**src/design/pcl_pkg.sv**
```systemverilog
// Package with constants for the PHY basic control low fields
// How it works
// Low-power bit idles PHY, ignores data inputs
// Isolate bit disconnects transmit and receive paths
// Duplex bit: one full, zero half duplex
// Software or negotiation may set duplex
// Collision test bit enables collision test mode
// Collision test sets at transmit start, clears after
// Software writes reserved bits as zero
// Software preserves reserved bits on read-modify-write
// Restart bit restarts negotiation, self-clears
package pcl_pkg;
  localparam int unsigned PCL_ADDR_W = 5;
  localparam logic [4:0] PCL_CTRL_OFFSET = 5'h00;
  localparam logic [4:0] PCL_STAT_OFFSET = 5'h1f;
  localparam int unsigned PCL_LOW_POWER_BIT = 11;
  localparam int unsigned PCL_ISOLATE_BIT = 10;
  localparam int unsigned PCL_RESTART_BIT = 9;
  localparam int unsigned PCL_DUPLEX_BIT = 8;
  localparam int unsigned PCL_COLLISION_TEST_ENABLE_BIT = 7;
  localparam logic PCL_LOW_POWER_RST = 1'h0;
  localparam logic PCL_ISOLATE_RST = 1'h0;
  localparam logic PCL_RESTART_RST = 1'h0;
  localparam logic PCL_DUPLEX_RST = 1'h1;
  localparam logic PCL_COLLISION_TEST_ENABLE_RST = 1'h0;
  localparam logic [6:0] PCL_RSVD_RST = 7'h00;
  localparam logic [15:0] PCL_UPPER_RST = 16'h3000;
endpackage : pcl_pkg

```
**src/design/pcl_ctrl.sv**
```systemverilog
// Register slave and control logic for PHY basic control low fields
module pcl_ctrl #(
  parameter int unsigned DATA_W = 4
) (
  input wire logic ref_clk,
  input wire logic rst,
  input wire logic [4:0] reg_addr,
  input wire logic [15:0] reg_wdata,
  input wire logic reg_wr,
  input wire logic reg_rd,
  output logic [15:0] reg_rdata_q,
  input wire logic autoneg_set_full,
  input wire logic autoneg_restart_ack,
  input wire logic tx_start,
  input wire logic tx_halt,
  input wire logic [DATA_W-1:0] tx_data,
  input wire logic tx_en,
  input wire logic [DATA_W-1:0] rx_data,
  input wire logic rx_dv,
  output logic [DATA_W-1:0] tx_data_q,
  output logic tx_en_q,
  output logic [DATA_W-1:0] rx_data_q,
  output logic rx_dv_q,
  output logic phy_low_power_q,
  output logic isolate_q,
  output logic autoneg_restart_q,
  output logic full_duplex_q,
  output logic collision_test_enable_q
);
  //////////////////////////////////////////////////////////////////////////////
  // Decode
  logic ctrl_wr;
  logic ctrl_rd;
  logic stat_rd;
  logic [6:0] rsvd_q;
  logic tx_active_q;

  // Address match for one register offset
  function automatic logic addr_hit(input logic [4:0] addr, input logic [4:0] offset);
    return addr == offset;
  endfunction : addr_hit

  assign ctrl_wr = reg_wr && addr_hit(reg_addr, pcl_pkg::PCL_CTRL_OFFSET);
  assign ctrl_rd = reg_rd && addr_hit(reg_addr, pcl_pkg::PCL_CTRL_OFFSET);
  assign stat_rd = reg_rd && addr_hit(reg_addr, pcl_pkg::PCL_STAT_OFFSET);

  //////////////////////////////////////////////////////////////////////////////
  // Control bits
  always_ff @(posedge ref_clk or posedge rst) begin
    if (rst) begin
      phy_low_power_q <= pcl_pkg::PCL_LOW_POWER_RST;
      isolate_q <= pcl_pkg::PCL_ISOLATE_RST;
      rsvd_q <= pcl_pkg::PCL_RSVD_RST;
    end else if (ctrl_wr) begin
      phy_low_power_q <= reg_wdata[pcl_pkg::PCL_LOW_POWER_BIT];
      isolate_q <= reg_wdata[pcl_pkg::PCL_ISOLATE_BIT];
      rsvd_q <= reg_wdata[6:0];
    end
  end

  // Duplex: software write, negotiation may set; set wins
  always_ff @(posedge ref_clk or posedge rst) begin
    if (rst) begin
      full_duplex_q <= pcl_pkg::PCL_DUPLEX_RST;
    end else if (autoneg_set_full) begin
      full_duplex_q <= 1'h1;
    end else if (ctrl_wr) begin
      full_duplex_q <= reg_wdata[pcl_pkg::PCL_DUPLEX_BIT];
    end
  end

  // Restart: set by write of one, cleared once restart begun
  always_ff @(posedge ref_clk or posedge rst) begin
    if (rst) begin
      autoneg_restart_q <= pcl_pkg::PCL_RESTART_RST;
    end else if (ctrl_wr && reg_wdata[pcl_pkg::PCL_RESTART_BIT]) begin
      autoneg_restart_q <= 1'h1;
    end else if (autoneg_restart_ack) begin
      autoneg_restart_q <= 1'h0;
    end
  end

  // Collision test: software set, or transmission start; cleared on halt, or by a write with bit 7 clear while no transmission is active
  always_ff @(posedge ref_clk or posedge rst) begin
    if (rst) begin
      collision_test_enable_q <= pcl_pkg::PCL_COLLISION_TEST_ENABLE_RST;
      tx_active_q <= 1'h0;
    end else begin
      if (tx_start) begin
        tx_active_q <= 1'h1;
      end else if (tx_halt) begin
        tx_active_q <= 1'h0;
      end
      if (ctrl_wr && reg_wdata[pcl_pkg::PCL_COLLISION_TEST_ENABLE_BIT]) begin
        collision_test_enable_q <= 1'h1;
      end else if (tx_start) begin
        collision_test_enable_q <= 1'h1;
      end else if (tx_halt || (ctrl_wr && !tx_active_q)) begin
        collision_test_enable_q <= 1'h0;
      end
    end
  end

  //////////////////////////////////////////////////////////////////////////////
  // Read data
  always_ff @(posedge ref_clk or posedge rst) begin
    if (rst) begin
      reg_rdata_q <= 16'h0000;
    end else if (reg_rd) begin
      if (ctrl_rd) begin
        reg_rdata_q <= pcl_pkg::PCL_UPPER_RST | {4'h0, phy_low_power_q, isolate_q,
                       autoneg_restart_q, full_duplex_q, collision_test_enable_q,
                       rsvd_q};
      end else if (stat_rd) begin
        reg_rdata_q <= {15'h0, tx_active_q};
      end else begin
        reg_rdata_q <= 16'h0000;
      end
    end else begin
      reg_rdata_q <= 16'h0000;
    end
  end

  //////////////////////////////////////////////////////////////////////////////
  // Data path
  pcl_gate #(.WIDTH(DATA_W)) u_gate (
    .ref_clk(ref_clk),
    .rst(rst),
    .low_power(phy_low_power_q),
    .isolate(isolate_q),
    .tx_in(tx_data),
    .tx_en_in(tx_en),
    .rx_in(rx_data),
    .rx_dv_in(rx_dv),
    .tx_out_q(tx_data_q),
    .tx_en_out_q(tx_en_q),
    .rx_out_q(rx_data_q),
    .rx_dv_out_q(rx_dv_q)
  );
endmodule : pcl_ctrl

```
**src/design/pcl_gate.sv**
```systemverilog
// Data path gating for low-power and isolate
module pcl_gate #(
  parameter int unsigned WIDTH = 4
) (
  input wire logic ref_clk,
  input wire logic rst,
  input wire logic low_power,
  input wire logic isolate,
  input wire logic [WIDTH-1:0] tx_in,
  input wire logic tx_en_in,
  input wire logic [WIDTH-1:0] rx_in,
  input wire logic rx_dv_in,
  output logic [WIDTH-1:0] tx_out_q,
  output logic tx_en_out_q,
  output logic [WIDTH-1:0] rx_out_q,
  output logic rx_dv_out_q
);
  logic block_d;
  assign block_d = low_power | isolate;

  always_ff @(posedge ref_clk or posedge rst) begin
    if (rst) begin
      tx_out_q <= '0;
      tx_en_out_q <= 1'h0;
      rx_out_q <= '0;
      rx_dv_out_q <= 1'h0;
    end else begin
      tx_out_q <= block_d ? '0 : tx_in;
      tx_en_out_q <= tx_en_in & ~block_d;
      rx_out_q <= block_d ? '0 : rx_in;
      rx_dv_out_q <= rx_dv_in & ~block_d;
    end
  end
endmodule : pcl_gate

```
**config.mk**
```make
export PLATFORM = sky130hd
export DESIGN_NAME = pcl_ctrl
export DESIGN_NICKNAME = d
export VERILOG_FILES = /design/src/design/pcl_pkg.sv /design/src/design/pcl_ctrl.sv /design/src/design/pcl_gate.sv
export SDC_FILE = /design/constraint.sdc
export NUM_CORES = 1
export LEC_CHECK = 0
export BUFFER_PORTS_ARGS = -buffer_cell sky130_fd_sc_hd__buf_2
export CAP_MARGIN = 20
export CORE_ASPECT_RATIO = 0.75
export CORE_MARGIN = 2
export CORE_UTILIZATION = 40
export DETAILED_ROUTE_END_ITERATION = 16
export PLACE_DENSITY = 0.72
export SLEW_MARGIN = 40
export SYNTH_ARGS = -nofsm -noshare
export SYNTH_HDL_FRONTEND = slang
export SYNTH_SLANG_ARGS = --single-unit
```
**constraint.sdc**
```tcl
create_clock -name ref_clk -period 1.3 [get_ports ref_clk]
set_input_delay 0 -clock ref_clk [delete_from_list [all_inputs] [get_ports ref_clk]]
set_output_delay 0 -clock ref_clk [all_outputs]
set_load 0.03 [all_outputs]
```
; ---- After elaboration in Yosys (flattened, before gate mapping)
; Index checks and enable logic that the tools add are counted.
[totals]
register_bits = 39
out_inout_bits = 31
elab_cells = 44
[classes]
n_eq_ne = 1
n_mux = 14
bitwise_logic = 4
n_reduce_logical = 13
[op_table]
columns = operator, n
row1 = 2-to-1 mux 16 bit, 1
row2 = 2-to-1 mux 14 bit, 1
row3 = 2-to-1 mux 1 bit, 10
row4 = 2-to-1 mux 4 bit, 2
row5 = logical AND 1 bit, 6
row6 = nonzero test 2 bit, 3
row7 = "equality test 5 bit, second input constant", 1
row8 = logical NOT 5 bit, 1
row9 = nonzero test 3 bit, 1
row10 = bitwise AND 1 bit, 2
row11 = logical NOT 1 bit, 1
row12 = logical OR 1 bit, 1
row13 = NOT 1 bit, 1
row14 = OR 1 bit, 1

; ---- Longest topological paths before layout
[logic_depth]
depth_word = 7
depth_mapped = 4
depth_no_buf = 3

; ---- Hierarchy
; From an unflattened synthesis, not the netlist that was laid out.
[unflattened]
hier_cells = 93
hier_area_um2 = 1423.9
[by_module_without_submodules]
columns = mod, n_inst, cells_each, area_per_inst_um2
row1 = pcl_ctrl, 1, 70, 1022.2
row2 = pcl_gate, 1, 23, 401.6

; ---- Worst setup path before layout
; Ideal clock, no wire load.
[synth_path]
path_kind = flip-flop to flip-flop
start = reg collision_test_enable_q (netlist name)
end = reg collision_test_enable_q
setup_ps = 124
t_arrival_ps = 929
required_time_ps = 1176
setup_slack_ps = 247
stages_incl_launch_ff = 4
synth_period_minus_slack_ps = 1053
path_cell_list = dfrtp_1 > nand2b_1 > a41oi_1 > a211o_2
[synth_lines]
columns = element, line
row1 = to (signal assigned), pcl_ctrl.sv:86  ; collision_test_enable_q <= pcl_pkg::PCL_COLLISION_TEST_ENABLE_RST;
row2 = to (decl), pcl_ctrl.sv:28  ; output logic collision_test_enable_q

; ---- Worst setup path after layout
[layout_path]
start = in autoneg_set_full
end = reg full_duplex_q
[layout_between]
elab_chain_cells = 1
elab_cells_between_ends = 2
cone_classes = mux (1) / reduce/logical (1)
[layout_rtl]
columns = element, line
row1 = from (decl), pcl_ctrl.sv:12  ; input wire logic autoneg_set_full,
row2 = 2-to-1 mux 1 bit / nonzero test 2 bit (equally long branches), n/a
row3 = to (signal assigned), pcl_ctrl.sv:64  ; full_duplex_q <= pcl_pkg::PCL_DUPLEX_RST;
row4 = to (signal assigned), pcl_ctrl.sv:68  ; full_duplex_q <= reg_wdata[pcl_pkg::PCL_DUPLEX_BIT];
row5 = to (decl), pcl_ctrl.sv:27  ; output logic full_duplex_q,
; Parallel ways exist; a longest one is shown, timed or not.
; A chain may end at the register's enable or synchronous reset.

==> impl_metrics.yaml <==
critical_path:
  timing.critical_path.slowest_cell_delay_ns: 0.57
  end_kind: "flip-flop"
  startpoint_type_of_the_worst_setup_path: "input port"
  critical_path_cell_by_cell: "dlygate4sd3_1, buf_2, a41oi_1, dlygate4sd3_1, o21ai_0"
  critical_path.most_common_cell: "sky130_fd_sc_hd__dlygate4sd3_1"
  maximum_net_fanout_on_the_critical_path: 1
  r2r_setup_slack_ns: 0.13
  crit-reg2reg-capture: "tx_active_q"
  worst-endpoint-required_ns: 1.50
  ff2ff_path_depth: 3
  critical_path.slowest_cell: "sky130_fd_sc_hd__dlygate4sd3_1"
  worstSetupStartpoint: "autoneg_set_full"
  timing.critical_path.arrival_ns: 1.46
  setup.worst_path.end: "full_duplex_q"
  regToRegStartpoint: "tx_active_q"
  critPathKind: "input port to flip-flop"
global_route:
  grt_max_degree: 37
  first_global_vias: 1009
  global_route.usage.total_pct: 15.98
  grt_first_pass_wirelength_mm: 4.402
  grt_antenna_before_repair: 0
  globalRoute.totalOverflow: 0
route:
  vias: 1008
  route.detailed.vias_per_inst: 4.441
  drc_errors: 0
  detail_route.iter0.violations: 36
  postRouteWirelength_mm: 2.840
  drt_first_pass_iters: 4
  routed_wire_length_per_instance_um: 12.51
  drtAntennaViolNets: 0
timing:
  setup-tns-final_ns: 0
  finalCritPeriodShare_pct: 96.66
  fmaxAchievable_ghz: 0.7958
  finalWorstSetupSlack_ns: 0.04345
  worst_clock_skew_ns: 0.006882
  grt_setup_unrepaired: "no"
  setup_viol: 0
  final_report_max_slew_violation_count: 0
  fin_crit_ns: 1.257
  finalHoldViolations: 0
  fin_hold_ws_ns: 0.01119
status:
  run_status: "finished, final reports clean"
final_layout:
  layout-drive-gt1-share_pct: 45.99
  commonest_non_fill_non_tap_cell_in_the_layout: "sky130_fd_sc_hd__buf_2"
  final_cell_mix: "sky130_fd_sc_hd__buf_2, sky130_fd_sc_hd__dfrtp_1, sky130_fd_sc_hd__dlygate4sd3_1, sky130_fd_sc_hd__and2_1, sky130_fd_sc_hd__mux2_4"
  area.growth.synth_to_final_pct: 51.68
  finalNonFillerCells: 227
  postLayoutCoreUtil_pct: 62.62
  multiInputGateArea_um2: 377.9
  final_design_area_no_fill_um2: 2031
  seqCellArea_um2: 902.1
  num-nets-final: 226
  fillCellCount: 258
  antenna_cells_inserted: 0
floorplan:
  initial_core_util_pct: 41.28
  core_region_area_um2: 3243
  top_level_ports: 70
  die_area_um2: 3830
  die_y_um: 54.10
  placementRows: 18
  die-width_um: 70.80
placed_design:
  preCtsSetupSlack_ns: 0.1714
  place.port_buffers: 63
  place_hpwl_mm: 1.812
  dp_cell_count: 193
  place_congestion: 0.8535
  detailed_place.area_um2: 1683
clocking:
  post_cts_buffers: 0
  tritoncts_clock_tree: "built"
  post_cts_hold_buffer_count: 27
  clk_latency_ns: 0.28
  clockRootBuffer: "sky130_fd_sc_hd__clkbuf_8"
  h-tree-depth: 2
  numClockSinks: 36
  number_of_cells_upsized_or_downsized_after_cts: 0
  tritoncts.num_buffers: 5
  ctsLongestPathBuffers: 2
  path_clk_slew_ns: 0.07
synth:
  synthesized_cell_area_um2: 1339
  synthCells: 91
  synth_edf_count: 0
  avgSynthCellArea_um2: 14.71
  ys_warn_count: 0
  ys_seq_elements: 36
  postSynth.topFlopCell: "sky130_fd_sc_hd__dfrtp_1"
  async_reset_ff_share_pct: 100.0
  synth.yosys.seq_area_share_pct: 67.38
  yosys.cell_types.count: 23
power_and_ir_drop:
  vdd.ir_drop.worst_uv: 751.2
  power_leakage_nw: 1.101
  power_mw: 2.525
  powerDensity_nw_per_um2: 1243
job:
  timing.max_cap.violations: 0
min_path:
  hold_path.class: "input port to flip-flop"
state kept, by name, indices dropped and copies added (netlist names):
register	count
reg_rdata_q	13
rsvd_q	7
u_gate.rx_out_q	4
u_gate.tx_out_q	4
autoneg_restart_q	1
collision_test_enable_q	1
full_duplex_q	1
isolate_q	1
phy_low_power_q	1
tx_active_q	1
u_gate.rx_dv_out_q	1
u_gate.tx_en_out_q	1
report_power, final:
part | leakage (nW) | switching (mW) | internal, mW | total, mW
registers | 0.470 | 0.0482 | 1.23 | 1.28
logic | 0.590 | 0.280 | 0.242 | 0.522
clock network | 0.0410 | 0.357 | 0.364 | 0.720
synthesized netlist by cell type (2+ instances only):
cell	instances	area (µm²)
sky130_fd_sc_hd__and2_1	21	131.4
sky130_fd_sc_hd__a41oi_1	2	17.52
sky130_fd_sc_hd__nor2_1	2	7.510
sky130_fd_sc_hd__mux2_2	2	22.52
sky130_fd_sc_hd__buf_4	3	22.52
sky130_fd_sc_hd__dfrtp_1	35	875.8
sky130_fd_sc_hd__mux2_4	7	105.1
sky130_fd_sc_hd__inv_1	4	15.01
metal layers:
| layer | track usage (%) | wire length, µm |
|---|---|---|
| met5 | 0 | 0 |
| met3 | 7.303 | 252 |
| met4 | 8.176 | 53 |
| met1 | 15.88 | 1128 |
| met2 | 28.97 | 1406 |
worst min path at each step:
stage	cells past startpoint	startpoint	to	slack (ns)
global route	3	reg_rd	reg_rdata_q[0]	0.01
global placement	3	rst	u_gate.rx_out_q[1]	0.11
detailed placement	3	rst	phy_low_power_q	0.12
CTS	3	autoneg_restart_ack	autoneg_restart_q	0.01
floorplan	1	tx_halt	tx_active_q	0.09
finish	3	autoneg_restart_ack	autoneg_restart_q	0.01
critical path, delay by kind of cell:
kind                   cells  cell delay (ns)
AO/OA/AOI/OAI              2             0.23
buffers and inverters      3             1.22
cell type report:
type                       instances  share of cell area [%]
timing repair buffer              93                   29.94
clock inverter                     1                  0.2465
inverter                           4                  0.7394
clock buffer                       6                   3.574
multi-input combinational         47                   18.61
sequential                        36                   44.42
tap                               40                   2.465
kinds of logic after synthesis:
group	Yosys count	share of synthesized area, %
flops	36	67.38
simple gates	29	13.83
buf+inv	9	4.672
mux	9	9.533
other cells	1	0.2801
compound gates	7	4.299
No activity file was read; power rests on OpenSTA's default activity.
